$ cat src/pkg/ext_mem_port_pkg.sv
// Shared constants and state types for the external data memory port.
package ext_mem_port_pkg;
    // Bus widths of the external data memory interface.
    localparam int ADDR_W = 15;
    localparam int DATA_W = 16;
    // Most significant address bit index.
    localparam int ADDR_MSB = 14;
    // Address shown on the bus from reset until the first access.
    localparam logic [ADDR_W-1:0] ADDR_RESET = 15'h0000;
    // Bank select encodings.
    localparam logic BANK_X = 1'b0;
    localparam logic BANK_Y = 1'b1;
    // Strobe width of one external access, in clock cycles.
    localparam logic [1:0] ACCESS_CYCLES = 2'h2;
    // Output enable level that means the pin is driven.
    localparam logic OE_DRIVE = 1'b0;
    localparam logic OE_FLOAT = 1'b1;

    // Port sequencer states.
    typedef enum logic [1:0] {
        ST_IDLE,
        ST_ACCESS,
        ST_GRANT
    } port_state_e;

    // Complete state of the port.
    typedef struct packed {
        port_state_e       state;
        logic [1:0]        cnt;
        logic [ADDR_W-1:0] addr;
        logic              bank;
        logic              write;
        logic [DATA_W-1:0] wdata;
        logic [DATA_W-1:0] rdata;
        logic              rsp_valid;
        logic              grant_n;
        logic [2:0]        hold_sync;
        logic              hold_req;
    } port_s;
endpackage

$ cat src/ext_mem_port.sv
// External data memory port with bus-hold handshake for a second master.
`timescale 1ns/1ps
// Notes on behaviour
// - Bank select low for X, high for Y.
// - Fifteen-bit address bus, bit fourteen highest.
// - Idle address bus keeps last accessed address.
// - Address reads zero until first access.
// - Data bus floats when idle or granted.
// - Grant output low when other master may use.
// - Bus-in-use output low during own access.
// - Granted: bank, address, strobes float.
module ext_mem_port (
    // Clock and synchronous active-low reset.
    input  wire logic                                   clk_sys,
    input  wire logic                                   rstn,
    // Core access request.
    input  wire logic                                   req_valid,
    output logic                                        req_ready,
    input  wire logic                                   req_write,
    input  wire logic                                   req_bank,
    input  wire logic [ext_mem_port_pkg::ADDR_W-1:0]    req_addr,
    input  wire logic [ext_mem_port_pkg::DATA_W-1:0]    req_wdata,
    // Core read answer.
    output logic                                        rsp_valid,
    output logic [ext_mem_port_pkg::DATA_W-1:0]         rsp_rdata,
    // External memory bank select.
    output logic                                        ext_bank_sel,
    output logic                                        ext_bank_sel_oe_n,
    // External address bus.
    output logic [ext_mem_port_pkg::ADDR_W-1:0]         ext_address_bus,
    output logic                                        ext_address_oe_n,
    // External data bus, split into its three signals.
    input  wire logic [ext_mem_port_pkg::DATA_W-1:0]    ext_data_bus_in,
    output logic [ext_mem_port_pkg::DATA_W-1:0]         ext_data_bus_out,
    output logic                                        ext_data_bus_oe_n,
    // External memory strobes and their shared enable.
    output logic                                        ext_read_strobe_n,
    output logic                                        ext_write_strobe_n,
    output logic                                        ext_strobe_oe_n,
    // Bus hold handshake and bus activity.
    input  wire logic                                   bus_hold_request_n,
    output logic                                        bus_hold_grant_n,
    output logic                                        bus_in_use_n
);

    // Current and next state of the whole port.
    ext_mem_port_pkg::port_s cur_ff;
    ext_mem_port_pkg::port_s nxt_cur;

    // Decoded conditions used by several outputs.
    logic in_access;    // Own access is driving the strobes.
    logic granted;      // Bus is handed to the other master.

    assign in_access = (cur_ff.state == ext_mem_port_pkg::ST_ACCESS);
    assign granted   = (cur_ff.state == ext_mem_port_pkg::ST_GRANT);

    // New requests are taken only in idle with no hold pending, so a
    // hold request cannot be starved by a busy core.
    assign req_ready = (cur_ff.state == ext_mem_port_pkg::ST_IDLE) && !cur_ff.hold_req;

    // Next-state logic for synchroniser, sequencer and latched access.
    always_comb begin
        nxt_cur = cur_ff;
        nxt_cur.rsp_valid = 1'b0;
        // The request pin is asynchronous; only the second and third stages
        // are compared, so the first stage feeds nothing else.
        nxt_cur.hold_sync = {cur_ff.hold_sync[1:0], ~bus_hold_request_n};
        if (cur_ff.hold_sync[1] == cur_ff.hold_sync[2]) begin
            nxt_cur.hold_req = cur_ff.hold_sync[2];
        end
        case (cur_ff.state)
            ext_mem_port_pkg::ST_IDLE: begin
                if (cur_ff.hold_req) begin
                    nxt_cur.state   = ext_mem_port_pkg::ST_GRANT;
                    nxt_cur.grant_n = 1'b0;
                end else if (req_valid) begin
                    nxt_cur.state = ext_mem_port_pkg::ST_ACCESS;
                    nxt_cur.cnt   = ext_mem_port_pkg::ACCESS_CYCLES - 2'h1;
                    nxt_cur.addr  = req_addr;
                    nxt_cur.bank  = req_bank;
                    nxt_cur.write = req_write;
                    nxt_cur.wdata = req_wdata;
                end
            end
            ext_mem_port_pkg::ST_ACCESS: begin
                // The access always runs to its end; a hold waits for it.
                if (cur_ff.cnt == 2'h0) begin
                    nxt_cur.state     = ext_mem_port_pkg::ST_IDLE;
                    nxt_cur.rsp_valid = !cur_ff.write;
                    if (!cur_ff.write) begin
                        nxt_cur.rdata = ext_data_bus_in;
                    end
                end else begin
                    nxt_cur.cnt = cur_ff.cnt - 2'h1;
                end
            end
            ext_mem_port_pkg::ST_GRANT: begin
                if (!cur_ff.hold_req) begin
                    nxt_cur.state   = ext_mem_port_pkg::ST_IDLE;
                    nxt_cur.grant_n = 1'b1;
                end
            end
            default: begin
                nxt_cur.state   = ext_mem_port_pkg::ST_IDLE;
                nxt_cur.grant_n = 1'b1;
            end
        endcase
    end

    // State register with synchronous reset.
    always_ff @(posedge clk_sys) begin
        if (!rstn) begin
            cur_ff.state     <= ext_mem_port_pkg::ST_IDLE;
            cur_ff.cnt       <= 2'h0;
            cur_ff.addr      <= ext_mem_port_pkg::ADDR_RESET;
            cur_ff.bank      <= ext_mem_port_pkg::BANK_X;
            cur_ff.write     <= 1'b0;
            cur_ff.wdata     <= 16'h0000;
            cur_ff.rdata     <= 16'h0000;
            cur_ff.rsp_valid <= 1'b0;
            cur_ff.grant_n   <= 1'b1;
            cur_ff.hold_sync <= 3'h0;
            cur_ff.hold_req  <= 1'b0;
        end else begin
            cur_ff <= nxt_cur;
        end
    end

    // Core answer comes straight from registers.
    assign rsp_valid = cur_ff.rsp_valid;
    assign rsp_rdata = cur_ff.rdata;

    assign ext_bank_sel = cur_ff.bank;
    assign ext_address_bus = cur_ff.addr;
    assign ext_bank_sel_oe_n = granted ? ext_mem_port_pkg::OE_FLOAT : ext_mem_port_pkg::OE_DRIVE;
    assign ext_address_oe_n  = granted ? ext_mem_port_pkg::OE_FLOAT : ext_mem_port_pkg::OE_DRIVE;
    assign ext_strobe_oe_n   = granted ? ext_mem_port_pkg::OE_FLOAT : ext_mem_port_pkg::OE_DRIVE;

    // data driven only on own writes
    assign ext_data_bus_out  = cur_ff.wdata;
    assign ext_data_bus_oe_n = (in_access && cur_ff.write) ? ext_mem_port_pkg::OE_DRIVE
                                                          : ext_mem_port_pkg::OE_FLOAT;

    assign ext_read_strobe_n  = !(in_access && !cur_ff.write);
    assign ext_write_strobe_n = !(in_access && cur_ff.write);

    assign bus_hold_grant_n = cur_ff.grant_n;
    assign bus_in_use_n = !in_access;

    // Helper: an access has started at some point since reset.
    logic seen_access_ff;
    always_ff @(posedge clk_sys) begin
        if (!rstn) begin
            seen_access_ff <= 1'b0;
        end else if (in_access) begin
            seen_access_ff <= 1'b1;
        end
    end
endmodule

$ cat config.mk
export PLATFORM = sky130hd
export DESIGN_NAME = ext_mem_port
export DESIGN_NICKNAME = d
export VERILOG_FILES = /design/src/pkg/ext_mem_port_pkg.sv /design/src/ext_mem_port.sv
export SDC_FILE = /design/constraint.sdc
export NUM_CORES = 1
export LEC_CHECK = 0
export ABC_AREA = 1
export BUFFER_PORTS_ARGS = -buffer_cell sky130_fd_sc_hd__buf_2
export CAP_MARGIN = 20
export CORE_ASPECT_RATIO = 2
export CORE_MARGIN = 1.5
export CORE_UTILIZATION = 41
export CTS_BUF_LIST = sky130_fd_sc_hd__clkbuf_16
export DETAILED_ROUTE_END_ITERATION = 12
export HOLD_SLACK_MARGIN = 0.1
export PLACE_DENSITY = 0.7
export SLEW_MARGIN = 25
export SYNTH_ARGS = -nofsm -noshare
export SYNTH_HDL_FRONTEND = slang
export SYNTH_SLANG_ARGS = --single-unit
$ cat constraint.sdc
create_clock -name clk_sys -period 3.3 [get_ports clk_sys]
set_clock_uncertainty 0.2 [all_clocks]
set_input_delay 0.66 -clock clk_sys [delete_from_list [all_inputs] [get_ports clk_sys]]
set_output_delay 0.66 -clock clk_sys [all_outputs]
set_load 0.05 [all_outputs]
After elaboration in Yosys (flattened, before gate mapping)
Index checks and enable logic that the tools add are counted.

Word-level logic and storage cells: 56. Bits in registers: 59. Input port bits: 53. Output and inout port bits: 58.

Bitwise operators: 4. Reductions and logical operators: 17. Eq/ne operators: 10. Muxes and demuxes: 13. Add/sub/neg operators: 1.

Operators with widths (number): two-way mux 37 bit (1); two-way mux 35 bit (1); AND reduction 3 bit (5); != test 2 bit, second input constant (5); two-way mux 2 bit (4); one-hot mux 2 bit (3 select lines) (1); zero test 1 bit (5); zero test 2 bit (2); two-way mux 1 bit (4); NOT 1 bit (4); one-hot mux 2 bit (2 select lines) (1); AND reduction 4 bit (1); logical AND 1 bit (3); != test 3 bit, second input constant (1); one-hot mux 1 bit (3 select lines) (1); == test 2 x 1 -> 1 bit, second input constant (1); == test 2 bit, second input constant (1); != test 2 x 1 -> 1 bit, second input constant (1); nonzero test 2 bit (1); subtractor 2 x 1 -> 2 bit, second input constant (1); == test 1 bit (1).

Logic depth before layout (Yosys ltp)
Gate-level depths: netlist (run 1).

Depth in word-level cells: 3. Depth in mapped cells: 8. Gate-level depth less buffers: 7.

Worst setup path before layout (run 1)
OpenSTA, ideal clock, no wires.

Path kind: register -> output. Start point: register cur_ff[58] in the netlist's numbering. End point: output ext_bank_sel_oe_n. Arrival: 1.551 ns. Setup slack: 0.889 ns. Data required time: 2.440 ns. Stages on the path, launching flop included: 4. Path buffers: 1. Path through: dfxtp_1 > inv_2 > nor2_1 > buf_4.

Cells in the longest elaborated chain, start to end: 2.

Ends and longest elaborated chain: start, declared (RTL line ext_mem_port.sv:47) `ext_mem_port_pkg::port_s cur_ff;`; start signal, assigned (RTL line ext_mem_port.sv:125) `cur_ff <= nxt_cur;`; == test 2 bit (RTL line ext_mem_port.sv:55) `assign granted = (cur_ff.state == ext_mem_port_pkg::ST_GRANT);`; two-way mux 1 bit; end, declared (RTL line ext_mem_port.sv:28) `output logic ext_bank_sel_oe_n,`.

Every way passes these cells.

Final worst setup path (run 1)
Start point: register cur_ff[38] in the netlist's numbering. End point: output ext_read_strobe_n.

Cells in the longest elaborated chain, start to end: 3.

Ends and longest elaborated chain: zero test 1 bit (RTL line ext_mem_port.sv:144) `assign ext_read_strobe_n = !(in_access && !cur_ff.write);`; logical AND 1 bit (RTL line ext_mem_port.sv:144); zero test 1 bit (RTL line ext_mem_port.sv:144); end, declared (RTL line ext_mem_port.sv:37) `output logic ext_read_strobe_n,`.

Every way passes these cells.

==> results.yml, run 1 <==
routing:
  drc_errors: 0
  firstDrtPassIters: 4
  drt_wl_total_um: 5450
  ant_nets: 0
  viasPerCell: 4.51
  drtIter0Drc: 117
  vias: 2258
  wire_per_inst_um: 10.9
synthesis:
  syn-instance-count: 356
  yosysSeqAreaShare: 0.447
  yosysWarningCount: 0
  synth_cell_types: 21
  ys_ff_latch: 59
  synth_fp_nets: 410
  synth.avg_cell_area_um2: 7.43
  netlist_area_mm2: 0.00264
critical_path:
  reg2reg_slack_ps: 1150
  r2r_end: "rsp_rdata[7]$_SDFFE_PN0P_"
  reg2reg_depth: 6
  worstSetupStartpointType: "flip-flop"
  worstSetupPathType: "reg -> out"
  worst_ep_required_time_ps: 2440
  path_max_fanout: 17
  end_kind: "output port"
  worst_ep_arrival_time_ps: 1640
  reg2reg_from: "cur_ff[55]$_SDFFE_PN0P_"
sta:
  fmax_ghz: 0.400
  finalCritPeriodShare: 0.758
  hold_viol: 0
  relSlewSlack: 0.564
  grt_setup_unrepaired: "no"
  fin_setup_tns_ps: 0
  post-route-min-period_ps: 2500
  setup_violations: 0
  finalHoldWorstSlack_ps: 229
  tightest_slew_ps: 654
  slew_violations: 0
clock_tree:
  cts_buffer_depth: 2
  clk_pin_slew_ps: 50
  cts_tree: "done"
  hold_buffers: 0
  postCtsSetupBuffers: 0
  clock_latency_ps: 310
  cts_sinks: 59
  clockRootBuffer: "clkbuf_16"
  cts_buffers: 9
  cts_resized: 0
  cts_max_level: 3
worst_hold_path:
  whs_endpoint: "cur_ff[2]$_SDFF_PN0_"
  hold_class: "reg -> reg"
  hold_depth: 2
  hp-start: "cur_ff[1]$_SDFF_PN0_"
floorplanning:
  placement_rows: 41
  die_y_um: 117
  initial_core_util: 0.422
  die_width_um: 59.8
  dieArea_mm2: 0.00697
  ios: 111
  core_area_mm2: 0.00626
global_route:
  antenna_found_initial: 0
  track_usage: 0.161
  grt_max_degree: 43
  grt_pass1_wl_um: 8570
  grt_pass1_vias: 2022
  overflow: 0
pwr:
  powerDensity_mw_per_mm2: 652
  netSwitchingPower_uw: 644
  combPwrFrac: 0.218
  seqPwrFrac: 0.398
  leakagePower_uw: 0.00160
  swShare: 0.320
  clockPowerShare: 0.384
  peakVddDrop_v: 0.000443
  p_int_uw: 1370
final_layout:
  antenna_cells: 0
  syn2layout_area_growth_pct: 16.8
  fin_util: 0.494
  drive_gt1_frac: 0.306
  nets: 465
place:
  routabilityCongestion: 0.732
  dp_hpwl_um: 3960
  io_buffers: 110
run:
  cap_violations: 0
status:
  outcome: "complete, no violations"
cell type report:
cell class	instances	area (um2)
sequential	59	1180
inverter	29	109
tap	86	108
clock buffer	9	225
clock inverter	6	23.8
timing repair buffer	112	566
fill	686	3170
multi-input combinational	200	877
Yosys cell counts, drive strengths merged:
library cell | instances | share of area
nor3 | 2 | 0.0080
clkbuf | 7 | 0.0099
nand3 | 3 | 0.0057
inv | 28 | 0.040
o21ai | 34 | 0.064
dfxtp | 59 | 0.45
ha | 1 | 0.0047
a21oi | 4 | 0.0076
clkinv | 1 | 0.0014
buf | 61 | 0.17
nor2 | 109 | 0.16
nand2 | 30 | 0.044
nand4 | 17 | 0.040
power groups by stage:
stage | Sequential [uW] | Clock (uW) | Combinational [uW]
after floorplan | 819 | 0 | 402
after global placement | 811 | 0 | 438
after detailed placement | 814 | 0 | 445
after CTS | 801 | 793 | 445
after global routing | 807 | 822 | 477
final | 800 | 773 | 440
per-layer routing:
metal | wire [um] | global-route usage
met5 | 0 | 0
met2 | 2930 | 0.290
met4 | 167 | 0.0963
met3 | 253 | 0.0432
met1 | 2100 | 0.157
worst max-delay path, stage by stage, from the launching register on:
cell,delay [ps]
dfxtp_1,400
clkinv_1,410
nand2_1,230
buf_2,280
registers in the layout, indices dropped and copies added, names as in the netlist:
signal / count
ext_data_bus_out: 16
rsp_rdata: 16
ext_address_bus: 15
cur_ff: 9
bus_hold_grant_n: 1
ext_bank_sel: 1
rsp_valid: 1
through the flow:
step / instance area [um2] / setup slack, ps / power, uW / cells
after floorplan: 2640 / 889 / 1220 / 356
after global placement: 2840 / 1180 / 1250 / 486
after detailed placement: 2840 / 1120 / 1260 / 486
after CTS: 3090 / 780 / 2040 / 501
after global routing: 3090 / 656 / 2110 / 501
final: 3090 / 799 / 2010 / 501
how the worst max path moves through the flow:
stage | start | to | cells past startpoint
floorplan | cur_ff[58]$_SDFFE_PN0P_ | ext_bank_sel_oe_n | 3
global placement | cur_ff[38]$_SDFFE_PN0P_ | ext_read_strobe_n | 3
detailed placement | cur_ff[55]$_SDFFE_PN0P_ | rsp_rdata[6]$_SDFFE_PN0P_ | 6
CTS | cur_ff[38]$_SDFFE_PN0P_ | ext_read_strobe_n | 3
global route | cur_ff[38]$_SDFFE_PN0P_ | ext_read_strobe_n | 3
finish | cur_ff[38]$_SDFFE_PN0P_ | ext_read_strobe_n | 3
cells by family (layout without fill, tap and decap cells):
kind of cell | after synthesis | after routing | share of synthesized area
DFF | 59 | 59 | 0.447
AOI/OAI and AO/OA | 38 | 38 | 0.0719
and+or+nand+nor | 161 | 161 | 0.255
buffers and inverters | 97 | 156 | 0.221
adders and majority gates | 1 | 1 | 0.00473
placed cells by master (no fill, tap or decap):
cell,Yosys,routed
o21ai_0,31,31
nand3_1,3,3
nor2_1,108,108
nand2_2,1,1
inv_1,26,26
nor3_1,1,1
inv_2,2,2
a21oi_1,4,4
nor2_4,1,1
clkinv_2,0,1
dfxtp_1,59,59
clkbuf_16,0,9
nor3_4,1,1
nand2_1,29,29
o21ai_1,3,3
ha_1,1,1
buf_4,56,2
clkinv_1,1,6
nand4_1,17,17
buf_2,3,110
Power figures use the tool's default switching activity.
==> run 2: changes to the inputs <==
--- a/config.mk
+++ b/config.mk
@@ -5,7 +5,7 @@
 export SDC_FILE = /design/constraint.sdc
 export NUM_CORES = 1
 export LEC_CHECK = 0
-export ABC_AREA = 1
+export ABC_AREA = 0
 export BUFFER_PORTS_ARGS = -buffer_cell sky130_fd_sc_hd__buf_2
 export CAP_MARGIN = 20
 export CORE_ASPECT_RATIO = 2
@@ -14,7 +14,7 @@
 export CTS_BUF_LIST = sky130_fd_sc_hd__clkbuf_16
 export DETAILED_ROUTE_END_ITERATION = 12
 export HOLD_SLACK_MARGIN = 0.1
-export PLACE_DENSITY = 0.7
+export PLACE_DENSITY = 0.73
 export SLEW_MARGIN = 25
 export SYNTH_ARGS = -nofsm -noshare
 export SYNTH_HDL_FRONTEND = slang
==> constraint.sdc (replaced) <==
create_clock -name clk_sys -period 2.2 [get_ports clk_sys]
set_clock_uncertainty 0.2 [all_clocks]
set_input_delay 0.44 -clock clk_sys [delete_from_list [all_inputs] [get_ports clk_sys]]
set_output_delay 0.44 -clock clk_sys [all_outputs]
set_load 0.05 [all_outputs]
==> results.yml, run 2 <==
place:
  routabilityCongestion: 0.727
  io_buffers: 110
  dpl_worst_slack_ps: 416
  dp_hpwl_um: 3630
global_route:
  use_met1: 0.145
  grt_pass1_wl_um: 7910
  overflow: 0
  grtUsageMet3: 0.0723
  busiest_layer: "met2"
  track_usage: 0.159
  grt_max_degree: 34
  grtUsageMet2: 0.272
  grt_pass1_vias: 1811
  antenna_found_initial: 0
critical_path:
  worst_ep_required_time_ps: 1560
  crit_start: "cur_ff[58]$_SDFFE_PN0P_"
  worst_ep_arrival_time_ps: 1430
  reg2reg_from: "cur_ff[58]$_SDFFE_PN0P_"
  worstSetupStartpointType: "flip-flop"
  crit_chain: "nand2b_1, or2_2, buf_2"
  critPathMaxStageDelay_ps: 420
  reg2reg_depth: 4
  worstSetupPathType: "reg -> out"
  slowest_stage: "dfxtp_1"
  path_max_fanout: 13
  end_kind: "output port"
clock_tree:
  cts_buffers: 9
  clock_latency_ps: 320
  cts_tree: "done"
  cts_buffer_depth: 2
  cts_max_level: 3
  clockRootBuffer: "clkbuf_16"
  clk_pin_slew_ps: 50
  cts_sinks: 59
sta:
  grt_setup_unrepaired: "no"
  slew_violations: 0
  tightest_slew_ps: 411
  finalCritPeriodShare: 0.941
  fin_setup_tns_ps: 0
  fin_ws_ps: 130
  setup_violations: 0
  hold_viol: 0
  fmax_ghz: 0.483
  post-route-min-period_ps: 2070
  relSlewSlack: 0.726
synthesis:
  synth_common_cells: "98 x nand2_1, 59 x dfxtp_1, 51 x a21oi_1"
  syn-instance-count: 310
  synth_fp_nets: 364
  yosys.area.top_type: "dfxtp_1"
  synth.avg_cell_area_um2: 8.25
  synth-async-reset-ratio: 0
  synth_cell_types: 32
  synthFlopType: "dfxtp_1"
  yosysSeqAreaShare: 0.462
  synth_area_leaders: "dfxtp_1 46%, buf_4 15%, nand2_1 14%, a21oi_1 10%, buf_6 2.2%"
  synth_edf_count: 0
  netlist_area_mm2: 0.00256
  ys_ff_latch: 59
  synth_top_area_frac: 0.462
  yosysWarningCount: 0
  post-synth-top-count-cell: "nand2_1"
routing:
  viasPerCell: 4.62
  vias: 2020
  drtIter0Drc: 105
  drc_errors: 0
  drt_wl_total_um: 5040
  ant_nets: 0
  firstDrtPassIters: 4
  wire_per_inst_um: 11.5
floorplanning:
  die_width_um: 58.8
  initial_core_util: 0.426
  die_y_um: 115
  placement_rows: 40
  ios: 111
  dieArea_mm2: 0.00675
  core_area_mm2: 0.00601
worst_hold_path:
  hold_depth: 2
  hold_class: "in -> reg"
  hp-start: "rstn"
pwr:
  peakVddDrop_v: 0.000504
  leakagePower_uw: 0.00142
  powerDensity_mw_per_mm2: 934
final_layout:
  nets: 423
  layout_commonest_cell: "buf_2"
  drive_gt1_frac: 0.358
  antenna_cells: 0
  fin_util: 0.497
  fill_cells: 599
  syn2layout_area_growth_pct: 16.6
  mostFrequentLayoutCells: "110 x buf_2, 98 x nand2_1, 58 x dfxtp_1"
status:
  outcome: "complete, no violations"
run:
  cap_violations: 0
[run 2: cell types whose count changed in the layout (fill, tap and decap cells not counted), moves of 4 or more]
| cell | before | now |
|---|---|---|
| buf_4 | 2 | 6 |
| a21oi_1 | 4 | 51 |
| nand2_1 | 29 | 98 |
| o21ai_0 | 31 | 2 |
| inv_1 | 26 | 5 |
| nand4_1 | 17 | 0 |
| nor2_1 | 108 | 7 |
[run 2: report_power, final]
group	internal, uW	switching (uW)	leakage, uW
clock network	732	429	0.000138
logic	132	331	0.000795
registers	1130	31.5	0.000483
[run 2: cells by family after synthesis]
kind of cell,Yosys count,synth area share
fa+ha+maj,1,0.00489
flops,59,0.462
simple gates,121,0.207
compound gates,57,0.117
buf+inv,72,0.209
[run 2: per-layer routing]
metal	up-vias	share of wire
met1	880	0.37
met5	-	0
li1	1060	-
met3	9	0.064
met4	0	0.025
met2	71	0.54
[run 2: repair_timing]
item,in CTS,in global routing
buffers inserted,0,0
resized for setup,0,1
hold buffers,1,0
setup endpoints to repair,0,1
endpoints found under the hold margin,1,0
[run 2: final cells by class]
type                            count  area (um2)  area share
Sequential cell                    59        1180       0.396
Inverter                            3        11.3     0.00378
Timing Repair Buffer              117         606       0.203
Clock buffer                        9         225      0.0755
Clock inverter                      7        28.8     0.00965
Multi-Input combinational cell    179         851       0.285
Tap cell                           63        78.8      0.0264
[run 2: worst paths after layout]
| path | endpoint | slack, ps |
|---|---|---|
| worst max-delay path | ext_read_strobe_n | 130 |
| worst min-delay path | bus_hold_grant_n$_SDFFE_PN1P_ | 150 |
| worst max register to register | ext_data_bus_out[12]$_SDFFE_PN0P_ | 480 |
| worst min register to register | cur_ff[2]$_SDFF_PN0_ | 250 |
[run 2: per-stage QoR]
stage / std cells / power [uW] / area, um2 / hold WS (ps)
finish: 437 / 2790 / 2980 / 149
global route: 437 / 2930 / 2980 / 143
global placement: 420 / 1640 / 2720 / 216
floorplan: 310 / 1610 / 2560 / 212
CTS: 437 / 2840 / 2980 / 137
detailed placement: 420 / 1650 / 2720 / 225
[run 2: critical path, delay by kind of cell, from the launching register on]
family                 cells  cell delay, ps
flip-flops                 1             420
buffers and inverters      1             210
AND/OR/NAND/NOR            2             480
